[src/shared/sfac_pkg.sv]
package sfac_pkg;
  localparam int          ADDR_W        = 16;
  localparam int          DATA_W        = 16;
  localparam logic [15:0] ADDR_RX_CTRL  = 16'h705B;
  localparam logic [15:0] ADDR_FIFO_CTL = 16'h705C;
  localparam logic [15:0] ADDR_IRQ_STAT = 16'h7060;
  localparam logic [15:0] ADDR_IRQ_MASK = 16'h7061;
  localparam int          RX_IRQ_FLAG   = 7;
  localparam int          RX_IRQ_CLR    = 6;
  localparam int          RX_IRQ_EN     = 5;
  localparam int          RX_LVL_LSB    = 0;
  localparam int          RX_CNT_LSB    = 8;
  localparam int          ABD_DONE      = 15;
  localparam int          AUTOBAUD_DONE_CLEAR       = 14;
  localparam int          ABD_ALIGN     = 13;
  localparam int          DLY_LSB       = 0;
  localparam logic [4:0]  RX_LVL_RESET  = 5'h1F;
  localparam logic [7:0]  DLY_RESET     = 8'h00;
  localparam logic [7:0]  CHAR_UPPER_A  = 8'h41;
  localparam logic [7:0]  CHAR_LOWER_A  = 8'h61;
  localparam int          ST_RX_LEVEL   = 0;
  localparam int          ST_AUTOBAUD   = 1;
  localparam int          ST_W          = 2;
  typedef enum logic [1:0] {SFAC_IDLE, SFAC_DELAY, SFAC_LOAD} sfac_tx_state_t;
endpackage : sfac_pkg

[src/shared/sfac_tx_if.sv]
`timescale 1ns/1ps
interface sfac_tx_if;
  logic       baud_tick;
  logic       shift_idle;
  logic [7:0] delay;
  logic       fifo_valid;
  logic       fifo_pop;
  logic       load;
  modport pacer (input baud_tick, input shift_idle, input delay, input fifo_valid, output fifo_pop, output load);
  modport top   (output baud_tick, output shift_idle, output delay, output fifo_valid, input fifo_pop, input load);
endinterface : sfac_tx_if

[src/hw/sfac_baud_div.sv]
`timescale 1ns/1ps
module sfac_baud_div #(
  parameter int DIV_W = 16
) (
  input  wire logic             clk,
  input  wire logic             sys_rst,
  input  wire logic [DIV_W-1:0] divisor,
  output logic                  tick
);
  logic [DIV_W-1:0] cnt_reg;
  wire              wrap = (cnt_reg >= divisor);

  always_ff @(posedge clk or posedge sys_rst)
    if (sys_rst)
    begin
      cnt_reg <= '0;
      tick    <= 1'b0;
    end
    else
    begin
      cnt_reg <= wrap ? '0 : cnt_reg + 1'b1;
      tick    <= wrap;
    end
endmodule : sfac_baud_div

[src/hw/sfac_tx_pacer.sv]
`timescale 1ns/1ps
module sfac_tx_pacer (
  input  wire logic clk,
  input  wire logic sys_rst,
  sfac_tx_if.pacer  tx
);
  import sfac_pkg::*;
  sfac_tx_state_t state_reg;
  logic [8:0]     wait_reg;

  // Pop only once shifter is idle, so no extra hidden level exists
  wire start   = (state_reg == SFAC_IDLE) && tx.fifo_valid && tx.shift_idle;
  wire expired = (wait_reg == '0);
  assign tx.fifo_pop = (state_reg == SFAC_LOAD);
  assign tx.load     = (state_reg == SFAC_LOAD);

  always_ff @(posedge clk or posedge sys_rst)
    if (sys_rst)
    begin
      state_reg <= SFAC_IDLE;
      wait_reg  <= '0;
    end
    else
    begin
      unique case (state_reg)
        SFAC_IDLE:
        begin
          if (start)
          begin
            wait_reg  <= {1'b0, tx.delay};
            state_reg <= SFAC_DELAY;
          end
        end
        SFAC_DELAY:
        begin
          if (expired)
            state_reg <= SFAC_LOAD;
          else if (tx.baud_tick)
            wait_reg <= wait_reg - 9'h001;
        end
        SFAC_LOAD:
          state_reg <= SFAC_IDLE;
      endcase
    end
endmodule : sfac_tx_pacer

[src/hw/sfac_top.sv]
`timescale 1ns/1ps
module sfac_top #(
  parameter int DIV_W = 16
) (
  input  wire logic                     clk,
  input  wire logic                     sys_rst,
  input  wire logic [sfac_pkg::ADDR_W-1:0] bus_addr,
  input  wire logic [sfac_pkg::DATA_W-1:0] bus_wdata,
  input  wire logic                     bus_wr,
  input  wire logic                     bus_rd,
  output logic      [sfac_pkg::DATA_W-1:0] bus_rdata,
  input  wire logic [DIV_W-1:0]         baud_divisor,
  input  wire logic [4:0]               rx_fifo_count,
  input  wire logic                     rx_char_valid,
  input  wire logic [7:0]               rx_char,
  input  wire logic                     tx_fifo_valid,
  output logic                          tx_fifo_pop,
  input  wire logic                     tx_shift_idle,
  output logic                          tx_shift_load,
  output logic                          autobaud_align_enable,
  output logic                          rx_irq,
  output logic                          irq
);
  import sfac_pkg::*;

  logic             rx_fifo_irq_flag_reg;
  logic             rx_fifo_irq_enable_reg;
  logic [4:0]       rx_fifo_level_reg;
  logic             autobaud_done_reg;
  logic             align_reg;
  logic [7:0]       tx_transfer_delay_reg;
  logic [ST_W-1:0]  irq_stat_reg;
  logic [ST_W-1:0]  irq_mask_reg;
  logic             level_prev_reg;
  logic             abd_prev_reg;
  logic [DATA_W-1:0] rdata_next;
  logic             baud_tick;

  wire sel_rx   = (bus_addr == ADDR_RX_CTRL);
  wire sel_fct  = (bus_addr == ADDR_FIFO_CTL);
  wire sel_st   = (bus_addr == ADDR_IRQ_STAT);
  wire sel_mk   = (bus_addr == ADDR_IRQ_MASK);
  wire wr_rx    = bus_wr && sel_rx;
  wire wr_fct   = bus_wr && sel_fct;
  wire wr_st    = bus_wr && sel_st;
  wire wr_mk    = bus_wr && sel_mk;

  wire rx_level_match = (rx_fifo_count >= rx_fifo_level_reg);
  wire clr_rx_irq     = wr_rx && bus_wdata[RX_IRQ_CLR];
  wire clr_abd        = wr_fct && bus_wdata[AUTOBAUD_DONE_CLEAR];
  // Character check is only meaningful while alignment is armed
  wire abd_hit        = align_reg && rx_char_valid &&
                        ((rx_char == CHAR_UPPER_A) || (rx_char == CHAR_LOWER_A));

  wire [ST_W-1:0] stat_events;
  assign stat_events[ST_RX_LEVEL] = rx_level_match && !level_prev_reg;
  assign stat_events[ST_AUTOBAUD] = abd_hit && !abd_prev_reg;
  wire [ST_W-1:0] stat_clear = wr_st ? bus_wdata[ST_W-1:0] : '0;

  // Clear bits always read zero; reserved 15..13 of RX control and 12..8 of FIFO control read zero
  wire [DATA_W-1:0] rx_view  = {3'h0, rx_fifo_count, rx_fifo_irq_flag_reg, 1'b0,
                                rx_fifo_irq_enable_reg, rx_fifo_level_reg};
  wire [DATA_W-1:0] fct_view = {autobaud_done_reg, 1'b0, align_reg, 5'h00,
                                tx_transfer_delay_reg};

  always_comb
  begin
    rdata_next = '0;
    if (bus_rd)
    begin
      if (sel_rx)
        rdata_next = rx_view;
      else if (sel_fct)
        rdata_next = fct_view;
      else if (sel_st)
        rdata_next = {{(DATA_W-ST_W){1'b0}}, irq_stat_reg};
      else if (sel_mk)
        rdata_next = {{(DATA_W-ST_W){1'b0}}, irq_mask_reg};
    end
  end

  always_ff @(posedge clk or posedge sys_rst)
    if (sys_rst)
      bus_rdata <= '0;
    else
      bus_rdata <= rdata_next;

  // Flag is hardware-set only; set wins over a same-cycle clear
  always_ff @(posedge clk or posedge sys_rst)
    if (sys_rst)
      rx_fifo_irq_flag_reg <= 1'b0;
    else if (rx_level_match)
      rx_fifo_irq_flag_reg <= 1'b1;
    else if (clr_rx_irq)
      rx_fifo_irq_flag_reg <= 1'b0;

  always_ff @(posedge clk or posedge sys_rst)
    if (sys_rst)
    begin
      rx_fifo_irq_enable_reg <= 1'b0;
      rx_fifo_level_reg      <= RX_LVL_RESET;
    end
    else if (wr_rx)
    begin
      rx_fifo_irq_enable_reg <= bus_wdata[RX_IRQ_EN];
      rx_fifo_level_reg      <= bus_wdata[RX_LVL_LSB +: 5];
    end

  always_ff @(posedge clk or posedge sys_rst)
    if (sys_rst)
      autobaud_done_reg <= 1'b0;
    else if (abd_hit)
      autobaud_done_reg <= 1'b1;
    else if (clr_abd)
      autobaud_done_reg <= 1'b0;

  always_ff @(posedge clk or posedge sys_rst)
    if (sys_rst)
    begin
      align_reg             <= 1'b0;
      tx_transfer_delay_reg <= DLY_RESET;
    end
    else if (wr_fct)
    begin
      align_reg             <= bus_wdata[ABD_ALIGN];
      tx_transfer_delay_reg <= bus_wdata[DLY_LSB +: 8];
    end

  always_ff @(posedge clk or posedge sys_rst)
    if (sys_rst)
    begin
      level_prev_reg <= 1'b0;
      abd_prev_reg   <= 1'b0;
      irq_stat_reg   <= '0;
      irq_mask_reg   <= '0;
    end
    else
    begin
      level_prev_reg <= rx_level_match;
      abd_prev_reg   <= abd_hit;
      irq_stat_reg   <= stat_events | (irq_stat_reg & ~stat_clear);
      if (wr_mk)
        irq_mask_reg <= bus_wdata[ST_W-1:0];
    end

  assign rx_irq                = rx_fifo_irq_flag_reg && rx_fifo_irq_enable_reg;
  assign irq                   = |(irq_stat_reg & irq_mask_reg);
  assign autobaud_align_enable = align_reg;

  sfac_tx_if txi ();
  assign txi.baud_tick  = baud_tick;
  assign txi.shift_idle = tx_shift_idle;
  assign txi.delay      = tx_transfer_delay_reg;
  assign txi.fifo_valid = tx_fifo_valid;
  assign tx_fifo_pop    = txi.fifo_pop;
  assign tx_shift_load  = txi.load;

  sfac_baud_div #(.DIV_W(DIV_W)) u_div (
    .clk     (clk),
    .sys_rst (sys_rst),
    .divisor (baud_divisor),
    .tick    (baud_tick)
  );

  sfac_tx_pacer u_pacer (
    .clk     (clk),
    .sys_rst (sys_rst),
    .tx      (txi.pacer)
  );
endmodule : sfac_top

[config.mk]
export PLATFORM = sky130hd
export DESIGN_NAME = sfac_top
export DESIGN_NICKNAME = d
export VERILOG_FILES = /design/src/shared/sfac_pkg.sv /design/src/shared/sfac_tx_if.sv /design/src/hw/sfac_baud_div.sv /design/src/hw/sfac_tx_pacer.sv /design/src/hw/sfac_top.sv
export SDC_FILE = /design/constraint.sdc
export NUM_CORES = 1
export LEC_CHECK = 0
export ABC_AREA = 0
export BUFFER_PORTS_ARGS = -buffer_cell sky130_fd_sc_hd__buf_2
export CELL_PAD_IN_SITES_DETAIL_PLACEMENT = 1
export CELL_PAD_IN_SITES_GLOBAL_PLACEMENT = 2
export CORE_MARGIN = 1.5
export CORE_UTILIZATION = 30
export CTS_CLUSTER_DIAMETER = 80
export DETAILED_ROUTE_END_ITERATION = 8
export GPL_ROUTABILITY_DRIVEN = 0
export GPL_TIMING_DRIVEN = 0
export PLACE_DENSITY = 0.81
export SYNTH_ARGS = -nofsm -noshare
export SYNTH_HDL_FRONTEND = slang
export SYNTH_SLANG_ARGS = --single-unit
[constraint.sdc]
create_clock -name clk -period 2.1 [get_ports clk]
set_input_delay 0.42 -clock clk [delete_from_list [all_inputs] [get_ports clk]]
set_output_delay 0.42 -clock clk [all_outputs]
set_load 0.005 [all_outputs]
After elaboration in Yosys (flattened, before gate mapping):

Cells that the tools add are included.

* register bits: 67
* input bits: 68
* word-level logic and storage cells: 77

* add/subtract/negate cells: 2
* $lt $le $gt $ge: 2
* eq/ne operators: 12
* muxes and demuxes: 18
* bitwise logic cells: 4
* reductions and logical operators: 24

Operators with widths (count)
* 16-bit by 15-bit equality test with 1-bit output (second input constant): 4
* 16-bit two-way mux: 4
* 9-bit two-way mux: 3
* 9-bit case mux with 2 select lines: 1
* 16-bit by 1-bit adder with 16-bit output (second input constant): 1
* 8-bit by 7-bit equality test with 1-bit output (second input constant): 2
* 16-bit greater-or-equal comparator: 1
* 1-bit logical AND: 13
* 2-bit two-way mux: 5
* 9-bit zero test: 1
* 9-bit by 1-bit subtractor with 9-bit output (second input constant): 1
* 2-bit case mux with 3 select lines: 1
* 2-bit nonzero test: 3
* 5-bit greater-or-equal comparator: 1
* 2-bit bitwise AND: 2
* 1-bit two-way mux: 4
* 2-bit by 1-bit != test with 1-bit output (second input constant): 2
* 2-bit != test (second input constant): 2
* 4-bit AND reduction: 1
* 2-bit by 1-bit equality test with 1-bit output (second input constant): 1
* 2-bit equality test (second input constant): 1
* 1-bit zero test: 2
* 2-bit zero test: 1
* 2-bit inverter: 1
* other kinds (4): 4

Logic depth before layout (Yosys ltp):

Gate-level depths: netlist of the first run.

* depth after elaboration: 6
* mapped depth: 9
* gate-level depth less buffers: 7

Modules after synthesis:

From an unflattened synthesis of the first run, not the netlist that was laid out.

* cell total of the unflattened synthesis: 348
* area, all modules: 3804.9 um^2

By module, submodules not included
* sfac_top: instances 1, cells each 135, area an instance 1746.7 um^2, seq. area each 957.2 um^2
* sfac_baud_div: instances 1, cells each 132, area an instance 1288.7 um^2, seq. area each 425.4 um^2
* sfac_tx_pacer: instances 1, cells each 81, area an instance 769.5 um^2, seq. area each 275.3 um^2

Worst setup path after synthesis of the first run:

Ideal clock, no wire load.

* path type: input -> register
* from: in baud_divisor[13]
* to: reg u_div.cnt_reg[10]
* data arrival time: 1687 ps
* data required time: 2029 ps
* setup slack: 342 ps
* cell stages on the path: 8
* buffers on the path: 1
* path through: inv_1 ha_1 a211oi_1 nor2_1 nor3_1 o211ai_2 buf_2 nor2_1

* longest elaborated chain between the ends: 2

RTL lines
* start, declared: RTL line sfac_top.sv:12 `input wire logic [DIV_W-1:0] baud_divisor,`
* 16-bit greater-or-equal comparator: RTL line sfac_baud_div.sv:11 `wire wrap = (cnt_reg >= divisor);`
* via u_div.wrap: RTL line sfac_baud_div.sv:11
* 16-bit two-way mux: RTL line sfac_baud_div.sv:21 `cnt_reg <= wrap ? '0 : cnt_reg + 1'b1;`
* end signal, assigned: RTL line sfac_baud_div.sv:21
* end, declared: RTL line sfac_baud_div.sv:10 `logic [DIV_W-1:0] cnt_reg;`

The timed path passes the listed nets, and every way through them passes these cells.
A chain may end at the register's enable or synchronous reset.

Final worst setup path of the first run:

* from: reg u_div.cnt_reg[11]
* to: reg u_div.cnt_reg[11]

* longest elaborated chain between the ends: 2
* elaborated cells between the ends (all ways): 3

RTL lines (RTL line)
* 16-bit greater-or-equal comparator: sfac_baud_div.sv:11
* via u_div.wrap: sfac_baud_div.sv:11
* 16-bit two-way mux: sfac_baud_div.sv:21

The timed path passes the listed nets, and every way through them passes these cells.

==> flow_summary.ini, run 1 <==
[run_status]
status = complete, no violations

[critical_path]
start_kind = register
crit_slowest_cell = dfrtp_1
worstSetupPathType = register to register
arrival_ns = 2.10
critPathMaxFanout = 10
r2r_setup_slack_ns = 0.19
worst_path_most_repeated_cell = nor2_1
cp-end-kind = register
slowest_delay_ns = 0.43
path_cells = ha_1, nand4_1, nor2_1, o2111ai_1, o211ai_2, buf_2, nor2_1
required_ns = 2.29

[drt]
num_vias = 2888
wl_per_cell_um = 14.5
met1_length_mm = 3.80
route.met3.wl_um = 413
ant_nets = 0
top_layer = met4
drc = 0
first_pass_iters = 4
vias_per_cell = 4.86
dr_wl_met2_mm = 4.26
drtIter0Drc = 61
routed_wl_mm = 8.59

[place]
dp_hpwl_mm = 6.61
post-place-ws_ns = -0.115
placedInstanceArea_um2 = 4230
numPortBuffers = 79

[sta]
period_needed_ns = 1.91
tightest_slew_ns = 0.839
hold_viol_final = 0
setup_viol = 0
fin_crit_sh_pct = 90.9
fmax_ghz = 0.524
rsz0062_at_grt = false
layout_setup_ws_ns = 0.191
slew_headroom_pct = 44.1
fin_skew_ns = 0.00639
drv_slew = 0

[global_route]
grt_max_degree = 67
grt.total_usage_pct = 14.5
grt-ovfl-total = 0
grt_pass1_wl_mm = 14.7
antenna_found_initial = 0
grt_pass1_vias = 3112

[yosys]
yosys-mux-area-fraction_pct = 4.53
syn_inst = 352
ys.flop_type = dfrtp_1
ys_ff_latch = 66
syn_avg_cell_area_um2 = 10.4
synth_fa_ha_area_share_pct = 8.93
ys_types = 58
ys_seq_area_share_pct = 45.5
yosys_warnings = 0
synth_top_family_by_area = simple AND/OR/NAND/NOR gates
synth_compound_area_share_pct = 12.6
syn_area_um2 = 3640
synth-simple-area-share_pct = 19.6
synth_nets = 446
synth_async_sr_flop_share_pct = 100
synth_xor_area_share_pct = 3.36
synth_edf_count = 0

[clocking]
cts_tree = built
htreeDepth = 3
clk_pin_slew_ns = 0.05
cts_buffers = 9
clk_latency_ns = 0.32
cts_root_buf = clkbuf_16
clock_path_buffers = 2
cts.sinks = 66
ctsHoldBuffers = 0

[layout]
insertedDiodeCount = 0
final_nets = 537
final_cell_mix = buf_2 (81), dfrtp_1 (61), nor2_1 (32)
drive_gt1_share_pct = 28.4
final_area_um2 = 4520
largest_register_ff_count = 16
fillers = 1371
area_growth_pct = 24.0
mostFrequentLayoutCell = buf_2

[power_and_ir_drop]
powerDensity_nw_per_um2 = 875
ir_worst_vdd_mv = 0.607
p_leak_nw = 2.31

[flow_run]
maxCapViolCount = 0

[die]
rows = 40
io-pin-count = 89
core_um2 = 11900
die_w_um = 113
die_area_um2 = 12800
die_h_um = 113
initial_utilization_pct = 30.6

[hold_path]
hold_path_class = primary input to async pin
## through the flow
| stage | hold slack, ns | instances | util, % | setup TNS [ns] | power, W |
|---|---|---|---|---|---|
| after CTS | 0.295 | 594 | 37.9 | 0 | 0.00401 |
| after detailed placement | 0.442 | 578 | 35.5 | -0.895 | 0.00258 |
| final | 0.268 | 594 | 37.9 | 0 | 0.00395 |
| after floorplan | 0.393 | 352 | - | 0 | 0.00229 |
| after global placement | 0.406 | 578 | 35.5 | -54.87 | 0.00253 |
| after global routing | 0.304 | 594 | 37.9 | 0 | 0.00421 |
## report_power, final
part,internal (W),switching (W),leakage [nW],total (W)
Combinational,0.000433,0.000515,1.31,0.000948
Clock,0.000887,0.000513,0.138,0.00140
Sequential,0.00142,0.000186,0.861,0.00161
Total,0.00274,0.00121,2.31,0.00395
## cell usage after synthesis, types with 2 or more instances
cell type	instances	area, µm²
buf_2	2	10.0
o21a_1	2	15.0
mux2_2	2	22.5
nor3_1	7	35.0
buf_4	2	15.0
nand2_1	28	105
nor2_2	2	12.5
or3_1	3	18.8
nor2b_1	4	25.0
buf_6	4	45.0
nand3_1	10	50.1
nor4b_4	2	47.6
a21o_1	2	15.0
dfrtp_1	61	1530
ha_1	26	325
o22ai_1	3	18.8
xnor2_1	7	61.3
nor2_4	2	22.5
nand4_1	5	31.3
clkbuf_1	2	7.51
mux2_1	10	113
dfstp_2	5	131
a211oi_1	3	22.5
nor3b_1	2	15.0
a22o_1	7	61.3
o22a_1	6	52.6
xor2_1	7	61.3
a21oi_1	13	65.1
inv_1	32	120
nand2b_1	5	31.3
o21ai_0	13	65.1
o211a_1	2	20.0
mux2i_1	3	30.0
a31oi_1	4	25.0
and2_1	10	62.6
nor2_1	32	120
## path summary, 6_finish.rpt
path / start / to / cells after the start
max: u_div.cnt_reg[11] / u_div.cnt_reg[11] / 7
min: sys_rst / bus_rdata[4] / 2
max reg2reg: u_div.cnt_reg[11] / u_div.cnt_reg[11] / 7
min reg2reg: level_prev_reg / irq_stat_reg[0] / 1
max in group asynchronous: sys_rst / u_div.cnt_reg[6] / 2
min in group clk: rx_char[1] / abd_prev_reg / 2
## worst max-delay path: cells and delay by family, from the launching register on
kind,cells,cell delay (ns)
compound gates,2,0.36
buf+inv,1,0.28
simple gates,3,0.37
flops,1,0.43
fa+ha+maj,1,0.34
## final cells by class
cell class	instances	area [µm²]	area share (%)
inverters	32	123	2.71
flip-flops and latches	66	1660	36.7
clock inverters	2	12.5	0.277
repair buffers	80	403	8.92
well taps	147	184	4.07
plain buffers	10	78.8	1.74
multi-input cells	244	1790	39.6
clock buffers	13	270	5.98
## per-layer routing
layer	track usage (%)	up-vias
li1	-	1407
met1	17.4	1407
met2	25.4	67
met3	3.86	7
met4	4.08	0
met5	0	-
## cells by family (layout without fill, tap and decap cells)
| logic type | count (synthesis) | in the layout |
|---|---|---|
| and+or+nand+nor | 123 | 123 |
| DFF | 66 | 66 |
| AOI/OAI and AO/OA | 65 | 65 |
| buffers and inverters | 42 | 137 |
| adders and majority gates | 26 | 26 |
| muxes | 15 | 15 |
| xor gates and xnor gates | 14 | 14 |
| other | 1 | 1 |
## repair_timing
item / CTS / global route
pin swaps: 1 / 0
gates resized for setup: 0 / 2
setup buffers: 1 / 0
setup endpoints to repair: 9 / 2
No activity file was read; power rests on OpenSTA's default activity.
==> inputs of run 2 (changes only) <==
- CORE_UTILIZATION: 30 -> 31
- CTS_BUF_LIST: unset -> sky130_fd_sc_hd__clkbuf_4 sky130_fd_sc_hd__clkbuf_8
- PLACE_DENSITY: 0.81 -> 0.83
==> run 2 against run 1 <==
- hold slack worse by 0.039 ns
- global-route usage up 0.77 points
- via count about the same
- clock skew up 0.0069 ns
- register-to-register slack about the same
==> flow_summary.ini, run 2 (synthesized netlist as in run 1, its figures left out) <==
[critical_path]
start_kind = register
cp-end-kind = register
timing.rr.end = u_div.cnt_reg[3]
critPathMaxFanout = 16
arrival_ns = 2.19
required_ns = 2.38
cp-startpoint = u_div.cnt_reg[5]
r2r_cells = 8
worstSetupPathType = register to register
cp-endpoint = u_div.cnt_reg[3]
reg2reg_from = u_div.cnt_reg[5]
r2r_setup_slack_ns = 0.19

[power_and_ir_drop]
powerDensity_nw_per_um2 = 846
p_leak_nw = 2.28
ir_worst_vdd_mv = 0.426

[clocking]
htreeDepth = 3
cts.sinks = 66
clk_pin_slew_ns = 0.08
clk_latency_ns = 0.35
cts_buffers = 9
clock_path_buffers = 2
cts_tree = built
cts_root_buf = clkbuf_8

[place]
dpl.cell_count = 574
dp_hpwl_mm = 6.83
numPortBuffers = 79
placedInstanceArea_um2 = 4220

[global_route]
grt_pass1_wl_mm = 15.3
grt_util_met1_pct = 18.5
antenna_found_initial = 0
use_met2_pct = 26.5
grt_use_met3_pct = 4.35
grt.total_usage_pct = 15.2
grt_pass1_vias = 3194
grt_max_degree = 67
top_usage_layer = met2
grt-ovfl-total = 0

[sta]
slew_headroom_pct = 44.9
fin_crit_sh_pct = 91.0
setup_tns_ns = 0
fmax_ghz = 0.523
drv_slew = 0
fin_skew_ns = 0.0133
hold_viol_final = 0
tightest_slew_ns = 0.827
period_needed_ns = 1.91
setup_viol = 0
holdWs_ns = 0.229
rsz0062_at_grt = false

[drt]
first_pass_iters = 4
drc = 0
wl_per_cell_um = 14.9
num_vias = 2889
vias_per_cell = 4.88
ant_nets = 0
drtIter0Drc = 55
routed_wl_mm = 8.83

[die]
die_h_um = 111
core_um2 = 11400
die_w_um = 111
rows = 39
initial_utilization_pct = 31.9
die_area_um2 = 12400
io-pin-count = 89

[layout]
fin_util_pct = 39.2
final_cell_mix = buf_2 (80), dfrtp_1 (61), nor2_1 (32)
drive_gt1_share_pct = 29.2
largest_register_ff_count = 16
multi_input_area_um2 = 1790
insertedDiodeCount = 0
final_area_um2 = 4470
fillers = 1331
final_nets = 538
final_cell_count_no_fill = 592
regArea_um2 = 1660
area_growth_pct = 22.7
mostFrequentLayoutCell = buf_2

[flow_run]
maxCapViolCount = 0

[run_status]
status = complete, no violations

[hold_path]
hold_path_class = primary input to async pin
[run 2: layout make-up]
cell class                 instances  share of cell area, %
sequential                        66                   37.1
clock inverter                     7                   2.27
multi-input combinational        244                   40.1
inverter                          32                   2.74
buffer                             9                   1.65
timing repair buffer              82                   9.35
clock buffer                       9                   2.77
tap                              143                   4.00
[run 2: through the flow]
step	setup slack [ns]	power [W]
floorplan	0.0335	0.00229
global placement	-0.872	0.00254
detailed placement	-0.0775	0.00260
CTS	0.0124	0.00384
global route	0.0447	0.00405
finish	0.189	0.00378
[run 2: power breakdown]
| part | switching (W) | internal (W) |
|---|---|---|
| clock network | 0.000544 | 0.000676 |
| logic | 0.000518 | 0.000435 |
| registers | 0.000194 | 0.00142 |
[run 2: worst min-delay path by stage]
stage | startpoint | to | slack, ns | cells past startpoint
finish | sys_rst | u_pacer.state_reg[0] | 0.23 | 2
global route | rx_char[1] | abd_prev_reg | 0.25 | 2
floorplan | level_prev_reg | irq_stat_reg[0] | 0.39 | 1
CTS | rx_char[1] | abd_prev_reg | 0.26 | 2
global placement | level_prev_reg | irq_stat_reg[0] | 0.41 | 1
detailed placement | level_prev_reg | irq_stat_reg[0] | 0.42 | 1
[run 2: critical path: stages (launching register included)]
cell      delay [ns]
dfrtp_1         0.44
ha_1            0.32
a211oi_1        0.22
nand2_1         0.08
a31oi_1         0.22
o211ai_2        0.10
buf_4           0.20
buf_4           0.15
nor2_1          0.10
[run 2: layer usage]
| layer | vias to the layer above | wire length, µm |
|---|---|---|
| met3 | 6 | 495 |
| li1 | 1403 | - |
| met1 | 1412 | 3850 |
| met5 | - | 0 |
| met4 | 0 | 65 |
| met2 | 68 | 4420 |
[run 2: timing repair]
action | in CTS | in global routing
hold buffers | 0 | 0
endpoints found under the hold margin | 0 | 0
endpoints found under the setup margin | 0 | 12
buffers inserted | 0 | 3
resized for setup | 0 | 3
==> inputs of run 3 (changes only) <==
==> constraint.sdc (replaced) <==
create_clock -name clk -period 2.1 [get_ports clk]
set_input_delay 0.63 -clock clk [delete_from_list [all_inputs] [get_ports clk]]
set_output_delay 0.63 -clock clk [all_outputs]
set_load 0.005 [all_outputs]
==> run 3 against run 2 <==
- via count decreased by 0.48%
- first-iteration DRC count increased by 24%
- setup slack got worse by 0.011 ns
- sequential share of layout area shrank 0.16 points
- sequential cell count unchanged
- largest power group unchanged
==> flow_summary.ini, run 3 (synthesized netlist as in run 1, its figures left out) <==
[critical_path]
worstSetupPathType = register to register
path_cells = ha_1, nand4_1, nor2_1, o2111ai_1, o211ai_2, clkbuf_4, nor2_1
start_kind = register
cp-end-kind = register
required_ns = 2.33
critPathMaxFanout = 10
r2r_cells = 7
arrival_ns = 2.16
slowest_delay_ns = 0.41
worst_path_most_repeated_cell = nor2_1
crit_slowest_cell = dfrtp_1

[sta]
setup_viol = 0
fmax_ghz = 0.520
fin_skew_ns = 0.0129
slew_headroom_pct = 48.5
tightest_slew_ns = 0.771
drv_slew = 0
hold_viol_final = 0
fin_crit_sh_pct = 91.5
period_needed_ns = 1.92

[drt]
num_vias = 2875
ant_nets = 0
routed_wl_mm = 8.73
first_pass_iters = 4
drtIter0Drc = 68
drc = 0
wl_per_cell_um = 14.7
vias_per_cell = 4.83

[layout]
mostFrequentLayoutCell = buf_2
area_growth_pct = 23.2
largest_register_ff_count = 16
insertedDiodeCount = 0
final_cell_mix = buf_2 (80), dfrtp_1 (61), nor2_1 (32)
drive_gt1_share_pct = 29.6
final_area_um2 = 4490
final_nets = 541

[global_route]
grt-ovfl-total = 0
grt.total_usage_pct = 14.9
grt_pass1_vias = 3130
antenna_found_initial = 0
grt_pass1_wl_mm = 14.9
grt_max_degree = 36

[place]
placedInstanceArea_um2 = 4240
dp_hpwl_mm = 6.89
numPortBuffers = 79

[clocking]
cts.sinks = 66
clk_latency_ns = 0.34
cts_tree = built
ctsHoldBuffers = 0
cts_root_buf = clkbuf_8
cts_buffers = 9
htreeDepth = 3
clock_path_buffers = 2
clk_pin_slew_ns = 0.08

[die]
initial_utilization_pct = 31.9
core_um2 = 11400
rows = 39
die_area_um2 = 12400
die_w_um = 111
die_h_um = 111
io-pin-count = 89

[power_and_ir_drop]
power_w = 0.00369
powerDensity_nw_per_um2 = 821
p_leak_nw = 2.29
ir_worst_vdd_mv = 0.352

[run_status]
status = complete, no violations

[flow_run]
maxCapViolCount = 0

[hold_path]
hold_path_class = primary input to async pin
==> run 3: final timing paths <==
check	from	slack (ns)	end
hold / removal	sys_rst	0.41	u_div.cnt_reg[15]
hold reg to reg	level_prev_reg	0.42	irq_stat_reg[0]
setup / recovery	u_div.cnt_reg[13]	0.18	u_div.cnt_reg[13]
min in group clk	level_prev_reg	0.42	irq_stat_reg[0]
setup reg to reg	u_div.cnt_reg[13]	0.18	u_div.cnt_reg[13]
max in group asynchronous	sys_rst	1.00	rx_fifo_level_reg[2]
==> run 3: routing by layer <==
layer	vias up	wire [µm]	global-route usage (%)
met1	1389	3870	18.3
met5	-	0	0
met2	67	4300	25.8
li1	1408	-	-
met3	11	451	4.63
met4	0	109	3.29
==> run 3: power breakdown <==
part | total (W) | switching (W) | internal (W)
clock | 0.00112 | 0.000515 | 0.000600
sequential | 0.00161 | 0.000191 | 0.00142
combinational | 0.000964 | 0.000523 | 0.000440
total | 0.00369 | 0.00123 | 0.00246
==> run 3: area by class of cell <==
cell class,instances,area [µm²]
timing repair buffer,84,445
inverter,32,124
clock inverter,5,62.6
multi-input combinational,244,1790
sequential,66,1660
buffer,10,81.3
clock buffer,11,145
tap,143,179
fill,1327,6930
==> run 3: timing repair <==
item / 4_1_cts / 5_1_grt
setup endpoints to repair: 0 / 11
gates resized for setup: 0 / 4
buffers inserted: 0 / 4
endpoints found under the hold margin: 0 / 0
==> run 3: through the flow <==
step,worst slack [ns],utilization [%],cells,TNS (ns),hold WS [ns]
final,0.178,39.3,595,0,0.408
after CTS,0.00369,39.0,591,0,0.430
after floorplan,0.132,-,352,0,0.393
after detailed placement,-0.284,37.2,575,-3.00,0.417
after global placement,-0.236,37.0,574,-2.37,0.404
after global routing,-0.000281,39.3,595,-0.000281,0.451
==> run 3: critical path: cells and delay by family, from the launching register on <==
kind	cells	cell delay, ns
DFF	1	0.41
AOI/OAI and AO/OA	2	0.44
adders and majority gates	1	0.31
and+or+nand+nor	3	0.38
buffers and inverters	1	0.27
